**config.mk**
```make
export PLATFORM = sky130hd
export DESIGN_NAME = usr_rx
export DESIGN_NICKNAME = d
export VERILOG_FILES = /design/src/rtl/usr_brg.v /design/src/rtl/usr_fifo.v /design/src/rtl/usr_rx.v
export VERILOG_INCLUDE_DIRS = /design/src /design/src/rtl
export SDC_FILE = /design/constraint.sdc
export NUM_CORES = 1
export LEC_CHECK = 0
export ABC_AREA = 1
export BUFFER_PORTS_ARGS = -buffer_cell sky130_fd_sc_hd__buf_2
export CAP_MARGIN = 20
export CORE_MARGIN = 3
export CORE_UTILIZATION = 57
export DETAILED_ROUTE_END_ITERATION = 12
export GPL_ROUTABILITY_DRIVEN = 0
export GPL_TIMING_DRIVEN = 0
export PLACE_DENSITY_LB_ADDON = 0.2
export SYNTH_ARGS = -nofsm -noshare
export SYNTH_HDL_FRONTEND = slang
export SYNTH_SLANG_ARGS = --single-unit
```
**constraint.sdc**
```tcl
create_clock -name hclk -period 2.61 [get_ports hclk]
set_input_delay 0.261 -clock hclk [delete_from_list [all_inputs] [get_ports hclk]]
set_output_delay 0.261 -clock hclk [all_outputs]
set_load 0.05 [all_outputs]
```
**src/rtl/usr_defs.vh**
```
/*
 Constants of the serial receive port: register byte offsets, field positions,
 reset values and timing counts. Assumes inclusion by the receive top module; the timer and FIFO do not include it.
*/
`ifndef USR_DEFS_VH
`define USR_DEFS_VH

`define USR_OFS_DATA   8'h00
`define USR_OFS_STA    8'h04
`define USR_OFS_MODE   8'h08
`define USR_OFS_BCTL   8'h0C
`define USR_OFS_DIVLO  8'h10
`define USR_OFS_DIVHI  8'h14
`define USR_OFS_IRQ    8'h18

`define USR_STA_PORT_EN 7
`define USR_STA_NINE    6
`define USR_STA_SINGLE  5
`define USR_STA_CONT    4
`define USR_STA_OVR     1
`define USR_STA_BIT9    0

`define USR_MODE_SYNC   0
`define USR_MODE_MASTER 1
`define USR_MODE_HS     2

`define USR_BC_ABOVF    7
`define USR_BC_IDLE     6
`define USR_BC_POL      4
`define USR_BC_WIDE     3
`define USR_BC_WAKE     1
`define USR_BC_AUTO     0

`define USR_IRQ_DONE    0
`define USR_IRQ_EN      1

`define USR_CTL_RST     1'b0
`define USR_DIV_RST     8'h00

`define USR_TPB_SLOW    7'h40
`define USR_TPB_MID     7'h10
`define USR_TPB_FAST    7'h04
`define USR_SYNC_HALF   7'h02

`endif

```
**src/rtl/usr_brg.v**
```verilog
/*
 Baud timer of the serial receive port: a free-running 8- or 16-bit divider.
 Assumes the divisor is stable between restarts and one clock domain.
*/
`timescale 1ns/1ns
`default_nettype none
module usr_brg #(
	parameter WIDTH = 16
) (
	input  wire             hclk,
	input  wire             hresetn,
	input  wire [WIDTH-1:0] div_i,
	input  wire             wide_i,
	input  wire             restart_i,
	output reg              tick_o
);
	reg  [WIDTH-1:0] cnt_q;
	wire [WIDTH-1:0] lim;

	// In narrow mode the upper half of the divisor is ignored.
	assign lim = wide_i ? div_i : {{(WIDTH-8){1'b0}}, div_i[7:0]};

	// One tick every lim+1 clocks; a restart clears the count so a new rate acts at once.
	always @(posedge hclk or negedge hresetn) begin
		if (!hresetn) begin
			cnt_q  <= {WIDTH{1'b0}};
			tick_o <= 1'b0;
		end else if (restart_i) begin
			cnt_q  <= {WIDTH{1'b0}};
			tick_o <= 1'b0;
		end else if (cnt_q >= lim) begin
			cnt_q  <= {WIDTH{1'b0}};
			tick_o <= 1'b1;
		end else begin
			cnt_q  <= cnt_q + {{(WIDTH-1){1'b0}}, 1'b1};
			tick_o <= 1'b0;
		end
	end
endmodule
`default_nettype wire

```
**src/rtl/usr_fifo.v**
```verilog
/*
 Small receive FIFO of the serial port with push, pop and flush.
 Assumes the caller never pushes when full nor pops when empty.
*/
`timescale 1ns/1ns
`default_nettype none
module usr_fifo #(
	parameter WIDTH = 9,
	parameter DEPTH = 2,
	parameter AW    = 1
) (
	input  wire             hclk,
	input  wire             hresetn,
	input  wire             push_i,
	input  wire [WIDTH-1:0] data_i,
	input  wire             pop_i,
	input  wire             flush_i,
	output wire [WIDTH-1:0] head_o,
	output wire             full_o,
	output wire             empty_o
);
	reg [WIDTH-1:0] mem [0:DEPTH-1];
	reg [AW-1:0]    rd_q;
	reg [AW-1:0]    wr_q;
	reg [AW:0]      cnt_q;

	assign head_o  = mem[rd_q];
	assign full_o  = (cnt_q == DEPTH[AW:0]);
	assign empty_o = (cnt_q == {(AW+1){1'b0}});

	// Storage carries no reset; only the pointers define what is valid.
	always @(posedge hclk) begin
		if (push_i) begin
			mem[wr_q] <= data_i;
		end
	end

	// Pointers wrap at DEPTH so the depth need not be a power of two.
	always @(posedge hclk or negedge hresetn) begin
		if (!hresetn) begin
			rd_q  <= {AW{1'b0}};
			wr_q  <= {AW{1'b0}};
			cnt_q <= {(AW+1){1'b0}};
		end else if (flush_i) begin
			rd_q  <= {AW{1'b0}};
			wr_q  <= {AW{1'b0}};
			cnt_q <= {(AW+1){1'b0}};
		end else begin
			if (push_i) begin
				wr_q <= (wr_q == DEPTH[AW-1:0] - 1'b1) ? {AW{1'b0}} : wr_q + 1'b1;
			end
			if (pop_i) begin
				rd_q <= (rd_q == DEPTH[AW-1:0] - 1'b1) ? {AW{1'b0}} : rd_q + 1'b1;
			end
			if (push_i && !pop_i) begin
				cnt_q <= cnt_q + 1'b1;
			end else if (pop_i && !push_i) begin
				cnt_q <= cnt_q - 1'b1;
			end
		end
	end
endmodule
`default_nettype wire

```
**src/rtl/usr_rx.v**
```verilog
/*
 Receive side of the serial port: AHB-Lite register slave, baud timer,
 asynchronous and synchronous-master receive engine and two-deep FIFO.
 Assumes one clock hclk, a zero-wait bus master and an external serial slave.
*/
`timescale 1ns/1ns
`default_nettype none
`include "usr_defs.vh"
module usr_rx #(
	parameter FIFO_DEPTH = 2
) (
	input  wire        hclk,
	input  wire        hresetn,
	input  wire        hsel,
	input  wire [31:0] haddr,
	input  wire [1:0]  htrans,
	input  wire        hwrite,
	input  wire [2:0]  hsize,
	input  wire [31:0] hwdata,
	input  wire        hready,
	output wire        hreadyout,
	output wire        hresp,
	output reg  [31:0] hrdata,
	input  wire        rx_dt_i,
	output reg         ck_o,
	output reg         ck_oe,
	output reg         rx_irq,
	output reg         wake_irq
);
	localparam ST_IDLE  = 3'h0;
	localparam ST_ASTRT = 3'h1;
	localparam ST_ABITS = 3'h2;
	localparam ST_ASTOP = 3'h3;
	localparam ST_SYNC  = 3'h4;

	// Control and status state.
	reg        port_en_q, nine_q, single_q, cont_q;
	reg        sync_q, master_q, hs_q;
	reg        pol_q, wide_q, wake_en_q, auto_en_q, irq_en_q;
	reg [7:0]  div_lo_q, div_hi_q;
	reg        ovr_q, ovr_cont_q;
	reg        wr_q;
	reg [7:0]  addr_q;
	reg        rx_m_q, rx_s_q, rx_prev_q, wake_seen_q;

	// Receive engine state.
	reg [2:0]  st_q;
	reg [6:0]  tick_cnt_q;
	reg [3:0]  bit_cnt_q;
	reg [8:0]  shift_q;
	reg        half_q;

	wire       tick;
	wire [8:0] head;
	wire       full, empty;

	// Zero wait states and always OKAY; every access completes in one data phase.
	assign hreadyout = 1'b1;
	assign hresp     = 1'b0;

	wire rd_acc   = hsel & hready & htrans[1] & ~hwrite;
	wire wr_acc   = hsel & hready & htrans[1] & hwrite;
	wire rd_data  = rd_acc & (haddr[7:0] == `USR_OFS_DATA);
	wire pop      = rd_data & ~empty;
	wire wr_any   = wr_q;
	wire wr_sta   = wr_any & (addr_q == `USR_OFS_STA);
	wire wr_bctl  = wr_any & (addr_q == `USR_OFS_BCTL);
	wire wr_div   = wr_any & ((addr_q == `USR_OFS_DIVLO) | (addr_q == `USR_OFS_DIVHI));

	// Ticks per bit time: /64, /16 or /4 in asynchronous mode.
	reg  [6:0] tpb;
	always @* begin
		if (!wide_q && !hs_q) begin
			tpb = `USR_TPB_SLOW;
		end else if (wide_q && hs_q) begin
			tpb = `USR_TPB_FAST;
		end else begin
			tpb = `USR_TPB_MID;
		end
	end

	// The synchronous clock toggles every two ticks; the start bit is checked mid-bit.
	wire [6:0] lim_half = sync_q ? (`USR_SYNC_HALF - 7'h01) : ((tpb >> 1) - 7'h01);
	wire [6:0] cnt_lim  = ((st_q == ST_ASTRT) || (st_q == ST_SYNC)) ? lim_half
		: (tpb - 7'h01);
	wire       tick_end = tick & (tick_cnt_q == cnt_lim);
	wire       last_bit = (bit_cnt_q == (nine_q ? 4'h8 : 4'h7));
	wire [8:0] sh_next  = {rx_s_q, shift_q[8:1]};
	wire       sync_smp = (st_q == ST_SYNC) & half_q & tick_end;

	// A character is complete at the async stop bit or at the last master sample.
	wire       done = ((st_q == ST_ASTOP) & tick_end) | (sync_smp & last_bit);
	wire [8:0] src  = (st_q == ST_SYNC) ? sh_next : shift_q;
	wire [8:0] chr  = nine_q ? src : {1'b0, src[8:1]};
	wire       push    = done & ~full & ~ovr_q;
	wire       ovr_set = done & full & ~ovr_q;
	wire       ovr_clr = ~port_en_q | (ovr_cont_q ? ~cont_q : rd_data);
	wire       run_ok  = port_en_q & ~ovr_q;

	// Timer restarts on divisor writes and while idle, so each character starts aligned.
	wire       brg_restart = wr_div | (st_q == ST_IDLE) | ~port_en_q;

	usr_brg #(
		.WIDTH (16)
	) u_brg (
		.hclk      (hclk),
		.hresetn   (hresetn),
		.div_i     ({div_hi_q, div_lo_q}),
		.wide_i    (wide_q),
		.restart_i (brg_restart),
		.tick_o    (tick)
	);

	usr_fifo #(
		.WIDTH (9),
		.DEPTH (FIFO_DEPTH),
		.AW    (1)
	) u_fifo (
		.hclk    (hclk),
		.hresetn (hresetn),
		.push_i  (push),
		.data_i  (chr),
		.pop_i   (pop),
		.flush_i (~port_en_q),
		.head_o  (head),
		.full_o  (full),
		.empty_o (empty)
	);

	// Two-flop synchroniser for the data pin; only the second stage is read.
	always @(posedge hclk or negedge hresetn) begin
		if (!hresetn) begin
			rx_m_q    <= 1'b1;
			rx_s_q    <= 1'b1;
			rx_prev_q <= 1'b1;
		end else begin
			rx_m_q    <= rx_dt_i;
			rx_s_q    <= rx_m_q;
			rx_prev_q <= rx_s_q;
		end
	end

	// Wake-up catches the falling edge only in asynchronous mode with the port on; the rise that follows is watched in any mode.
	wire wake_fall = wake_en_q & ~sync_q & port_en_q & rx_prev_q & ~rx_s_q;
	wire wake_rise = wake_en_q & wake_seen_q & ~rx_prev_q & rx_s_q;

	// Bus address phase is captured here; reads are answered from a flop in the data phase.
	always @(posedge hclk or negedge hresetn) begin
		if (!hresetn) begin
			wr_q   <= 1'b0;
			addr_q <= 8'h00;
			hrdata <= 32'h0000_0000;
		end else begin
			wr_q   <= wr_acc;
			addr_q <= haddr[7:0];
			if (rd_acc) begin
				case (haddr[7:0])
					`USR_OFS_DATA: hrdata <= {24'h00_0000, head[7:0]};
					`USR_OFS_STA: hrdata <= {24'h00_0000, port_en_q, nine_q, single_q,
						cont_q, 2'b00, ovr_q, head[8] & ~empty};
					`USR_OFS_MODE: hrdata <= {29'h0000_0000, hs_q, master_q, sync_q};
					`USR_OFS_BCTL: hrdata <= {24'h00_0000, 1'b0, (st_q == ST_IDLE), 1'b0,
						pol_q, wide_q, 1'b0, wake_en_q, auto_en_q};
					`USR_OFS_DIVLO: hrdata <= {24'h00_0000, div_lo_q};
					`USR_OFS_DIVHI: hrdata <= {24'h00_0000, div_hi_q};
					`USR_OFS_IRQ: hrdata <= {30'h0000_0000, irq_en_q, ~empty};
					default: hrdata <= 32'h0000_0000;
				endcase
			end
		end
	end

	// Software-written configuration; write data lands at the end of the data phase.
	always @(posedge hclk or negedge hresetn) begin
		if (!hresetn) begin
			port_en_q <= `USR_CTL_RST;
			nine_q    <= `USR_CTL_RST;
			cont_q    <= `USR_CTL_RST;
			sync_q    <= `USR_CTL_RST;
			master_q  <= `USR_CTL_RST;
			hs_q      <= `USR_CTL_RST;
			pol_q     <= `USR_CTL_RST;
			wide_q    <= `USR_CTL_RST;
			auto_en_q <= `USR_CTL_RST;
			irq_en_q  <= `USR_CTL_RST;
			div_lo_q  <= `USR_DIV_RST;
			div_hi_q  <= `USR_DIV_RST;
		end else if (wr_any) begin
			case (addr_q)
				`USR_OFS_STA: begin
					port_en_q <= hwdata[`USR_STA_PORT_EN];
					nine_q    <= hwdata[`USR_STA_NINE];
					cont_q    <= hwdata[`USR_STA_CONT];
				end
				`USR_OFS_MODE: begin
					sync_q   <= hwdata[`USR_MODE_SYNC];
					master_q <= hwdata[`USR_MODE_MASTER];
					hs_q     <= hwdata[`USR_MODE_HS];
				end
				`USR_OFS_BCTL: begin
					pol_q     <= hwdata[`USR_BC_POL];
					wide_q    <= hwdata[`USR_BC_WIDE];
					auto_en_q <= hwdata[`USR_BC_AUTO];
				end
				`USR_OFS_DIVLO: div_lo_q <= hwdata[7:0];
				`USR_OFS_DIVHI: div_hi_q <= hwdata[7:0];
				`USR_OFS_IRQ: irq_en_q <= hwdata[`USR_IRQ_EN];
				default: begin
				end
			endcase
		end
	end

	// Single receive is set by software and dropped by hardware after one master character unless continuous receive is on.
	always @(posedge hclk or negedge hresetn) begin
		if (!hresetn) begin
			single_q <= `USR_CTL_RST;
		end else if (wr_sta) begin
			single_q <= hwdata[`USR_STA_SINGLE];
		end else if (sync_smp & last_bit & ~cont_q) begin
			single_q <= 1'b0;
		end
	end

	// Wake-up bit clears itself on the rising edge that follows the falling one.
	always @(posedge hclk or negedge hresetn) begin
		if (!hresetn) begin
			wake_en_q   <= `USR_CTL_RST;
			wake_seen_q <= 1'b0;
			wake_irq    <= 1'b0;
		end else begin
			wake_irq <= wake_fall;
			if (wr_bctl) begin
				wake_en_q   <= hwdata[`USR_BC_WAKE];
				wake_seen_q <= 1'b0;
			end else if (wake_rise) begin
				wake_en_q   <= 1'b0;
				wake_seen_q <= 1'b0;
			end else if (wake_fall) begin
				wake_seen_q <= 1'b1;
			end
		end
	end

	// Overrun flag: a new overrun wins over a clear in the same cycle.
	always @(posedge hclk or negedge hresetn) begin
		if (!hresetn) begin
			ovr_q      <= 1'b0;
			ovr_cont_q <= 1'b0;
		end else if (ovr_set) begin
			ovr_q      <= 1'b1;
			ovr_cont_q <= cont_q;
		end else if (ovr_q & ovr_clr) begin
			ovr_q      <= 1'b0;
			ovr_cont_q <= 1'b0;
		end
	end

	// Receive engine for both asynchronous and synchronous-master reception.
	always @(posedge hclk or negedge hresetn) begin
		if (!hresetn) begin
			st_q       <= ST_IDLE;
			tick_cnt_q <= 7'h00;
			bit_cnt_q  <= 4'h0;
			shift_q    <= 9'h000;
			half_q     <= 1'b0;
		end else begin
			if (tick) begin
				tick_cnt_q <= tick_end ? 7'h00 : tick_cnt_q + 7'h01;
			end
			case (st_q)
				ST_IDLE: begin
					tick_cnt_q <= 7'h00;
					bit_cnt_q  <= 4'h0;
					half_q     <= 1'b0;
					if (run_ok && sync_q && master_q && (single_q || cont_q)) begin
						st_q <= ST_SYNC;
					end else if (run_ok && !sync_q && cont_q && !rx_s_q) begin
						st_q <= ST_ASTRT;
					end
				end
				ST_ASTRT: begin
					if (!run_ok || !cont_q) begin
						st_q <= ST_IDLE;
					end else if (tick_end) begin
						st_q <= rx_s_q ? ST_IDLE : ST_ABITS; // Glitch rejected if high mid-bit.
					end
				end
				ST_ABITS: begin
					if (!run_ok || !cont_q) begin
						st_q <= ST_IDLE;
					end else if (tick_end) begin
						shift_q   <= sh_next;
						bit_cnt_q <= bit_cnt_q + 4'h1;
						if (last_bit) begin
							st_q <= ST_ASTOP;
						end
					end
				end
				ST_ASTOP: begin
					if (!run_ok || !cont_q || tick_end) begin
						st_q <= ST_IDLE;
					end
				end
				ST_SYNC: begin
					if (!run_ok || !(single_q || cont_q)) begin
						st_q <= ST_IDLE;
					end else if (tick_end) begin
						half_q <= ~half_q;
						if (half_q) begin
							shift_q   <= sh_next;
							bit_cnt_q <= last_bit ? 4'h0 : bit_cnt_q + 4'h1;
							if (last_bit && (!cont_q || full)) begin
								st_q <= ST_IDLE;
							end
						end
					end
				end
				default: st_q <= ST_IDLE;
			endcase
		end
	end

	// Pin and request outputs, all registered.
	always @(posedge hclk or negedge hresetn) begin
		if (!hresetn) begin
			ck_o   <= 1'b1;
			ck_oe  <= 1'b0;
			rx_irq <= 1'b0;
		end else begin
			ck_o   <= sync_q ? (pol_q ^ half_q) : ~pol_q;
			ck_oe  <= port_en_q & (~sync_q | master_q);
			rx_irq <= ~empty & irq_en_q;
		end
	end
endmodule
`default_nettype wire
```
==> results.md <==
### Synth
- leading cell type by number of instances after synthesis: nand2_1
- Mapped Cells: 760
- fraction of the yosys area taken by sequential cells: 0.476
- cell taking the most area after synthesis: dfrtp_1
- area share of the leading cell type in the synthesized netlist: 0.375
- number of enable-type register cells in the synthesized netlist: 18
- share of flip-flops with an asynchronous set or reset after synthesis: 0.847
- syn avg cell area: 8.43 um^2
- count of yosys warnings during synthesis: 0
- unique cell type count in the Yosys netlist: 50
- Synth Cell Area: 0.00641 mm^2
- top cells by count, synth: nand2_1 (174), dfrtp_1 (96), inv_1 (92)
- largest cells by area after synthesis: dfrtp_1 (37%), nand2_1 (10%), edfxtp_1 (8.4%), inv_1 (5.4%), o21ai_0 (4.0%)
- ys flop type: dfrtp_1
- synthesis-stage register bit count: 118

### Route
- drt wl/cell: 15.6 um
- final routed wirelength across all metal layers: 15,600 um
- via count of the routed design: 5,444
- average vias per placed instance: 5.44
- starting DRC count in detailed routing: 398
- post-detailed-route DRC marker count: 0
- number of nets with antenna violations after detailed routing: 0
- First-pass DRT Iterations: 5

### GRT
- final global-route overflow total: 0
- Total GRT Usage: 0.257
- maximum number of pins on one net before global-route repair: 59
- global-route wire length before repair: 25,500 um
- number of global-route vias before repair: 5,346
- antenna violations before repair: 0

### Pwr
- proportion of power drawn by flip-flops and latches: 0.374
- net switching power figure: 2.04 mW
- combinational share of power: 0.253
- Total Power: 5.85 mW
- share of total power consumed by net switching: 0.348
- internal cell power: 3.81 mW
- peak ir drop on the vdd network: 0.735 mV
- power density of the placed cells: 775 mW/mm^2
- leakage: 3.86 nW
- share of power burned in the clock network: 0.373

### STA
- Final Max Tran Viols: 0
- measured slew at the worst slew-check pin: 0.840 ns
- Tmin final: 2.42 ns
- worst hold margin: 0.0563 ns
- Max Fclk: 414 MHz
- Setup Viol. Count Final: 0
- period utilization: 0.926
- setup repair after global routing missed its margin: no
- setup clock skew after layout: 0.00553 ns
- normalized max-slew margin: 0.435
- Hold Violations, Final: 0

### Critical path
- cell family with most CP delay: simple AND/OR/NAND/NOR gates
- Critical Path AT: 2.70 ns
- combined buffer and inverter count along the critical path: 3
- Levels on crit path: 11
- chain of cells forming the critical path: buf_2 > nand2_1 > ha_1 > nand2_1 > inv_1 > nand3_1 > nor3_1 > nand3_1 > nand3_1 > clkbuf_1 > nor2_1
- cell depth of the worst flop-to-flop path: 11
- CP endpoint kind: register
- crit start category: register
- critical-path cell with the highest stage delay: clkbuf_1
- Max FO, Critical Path: 10
- required time of the critical path: 2.89 ns
- library cell appearing most often on the critical path: nand3_1
- Setup CP Type: reg2reg
- slowest cell delay on critical path: 0.41 ns

### Final layout
- Inserted Diodes: 0
- post-route core utilization: 0.690
- area overhead of the layout relative to synthesis: 17.8%
- final-stage net count: 942
- share of layout cells above drive strength 1: 0.152

### Place
- post-detail-place hpwl: 11,300 um
- count of buffers inserted at the top-level ports: 34

### Clocking
- TritonCTS clock tree: yes
- Clock Tree Root: clkbuf_16
- htree depth: 4
- total number of clock tree sinks: 118
- post-CTS repair timing setup buffer count: 0
- TritonCTS buffer count: 17
- Clock Tree Buf Depth: 2
- clock transition at the registers of the reported paths: 0.06 ns
- clk_lat worst skew: 0.42 ns

### Floorplanning
- initial cell density of the core: 0.586
- die area: 0.0125 mm^2
- core area: 0.0109 mm^2
- Die H: 112 um
- I/O pin count: 113
- horizontal die dimension: 112 um
- FP Rows: 38

### Job
- max cap viols: 0

### Min path
- cell count of the worst hold path: 3
- worst min-delay path class: in2reg

### Run status
- outcome: complete, no violations

## metal layers
layer  share of wire  vias to the layer above  global-route usage
met1            0.41                     2558               0.317
li1                -                     2664                   -
met4           0.025                        0               0.103
met5               0                        -                   0
met2            0.50                      184               0.431
met3           0.065                       38              0.0701
## tightest hold or removal path, stage by stage
cell    delay, ns
buf_2        0.10
inv_1        0.04
nor2_1       0.03
## final timing paths
path                            startpoint        endpoint  slack [ns]
max in group asynchronous          hresetn       rx_prev_q        1.40
worst min-delay path                hwrite          wr_any        0.06
worst max-delay path                wide_q  u_brg.cnt_q[1]        0.19
worst max register to register      wide_q  u_brg.cnt_q[1]        0.19
min in group asynchronous          hresetn  u_brg.cnt_q[4]        0.47
worst min register to register      rx_m_q          rx_s_q        0.36
## repair_timing
action                                  CTS  global route
hold endpoints to repair                 65             0
hold buffers                             10             0
resized for setup                         2             4
endpoints found under the setup margin   18            19
## cells by family (layout without fill, tap and decap cells)
logic type      count (synthesis)  after routing  share of synthesized area
fa+ha+maj                      19             19                     0.0371
compound gates                117            117                      0.105
buf+inv                       131            208                     0.0959
flops                         118            118                      0.476
simple gates                  344            344                      0.243
other cells                     2             26                    0.00117
xor+xnor                       14             14                     0.0191
mux                            15             15                     0.0234
## registers in the layout (all words and copies together) (netlist names), 2 cells and up
name / cells
tick_cnt_q: 7
st_q: 3
u_fifo.mem: 18
u_brg.cnt_q: 16
shift_q: 9
div_lo_q: 8
bit_cnt_q: 4
addr_q: 8
u_fifo.cnt_q: 2
hrdata: 8
div_hi_q: 8
## cell type report
cell class,count,area [um^2]
buffer,36,255
clock buffer,17,425
clock inverter,15,131
fill,847,3390
inverter,95,359
multi-input combinational,535,2860
sequential,118,3050
tap,140,175
timing repair buffer,45,293
## power groups by stage
stage                     clock [mW]  combinational (mW)  sequential, mW
final                           2.18                1.48            2.19
after floorplan                    0                1.06            2.25
after CTS                       2.20                1.47            2.18
after global routing            2.29                1.65            2.20
after detailed placement           0                1.45            2.22
after global placement             0                1.38            2.21
## layout by cell type (no fill, tap or decap), drive strengths merged, types with 18 or more instances in the layout
| cell | netlist | routed |
|---|---|---|
| conb | 2 | 26 |
| ha | 19 | 19 |
| a21oi | 28 | 28 |
| nor2 | 60 | 60 |
| clkbuf | 5 | 22 |
| edfxtp | 18 | 18 |
| dfrtp | 96 | 96 |
| buf | 31 | 66 |
| nand3 | 46 | 46 |
| nor3 | 28 | 28 |
| inv | 94 | 97 |
| o21ai | 55 | 55 |
| nand2 | 181 | 181 |
## metrics by stage
| step | setup TNS [ns] | cells | setup slack, ns | area, um^2 |
|---|---|---|---|---|
| final | 0 | 1001 | 0.192 | 7550 |
| after global routing | 0 | 1001 | 0.0353 | 7550 |
| after CTS | 0 | 1001 | 0.0712 | 7530 |
| after detailed placement | -1.12 | 959 | -0.0772 | 6870 |
| after global placement | -1.02 | 958 | -0.0589 | 6840 |
| after floorplan | 0 | 784 | 0.375 | 6500 |
Power figures use the tool's default switching activity.
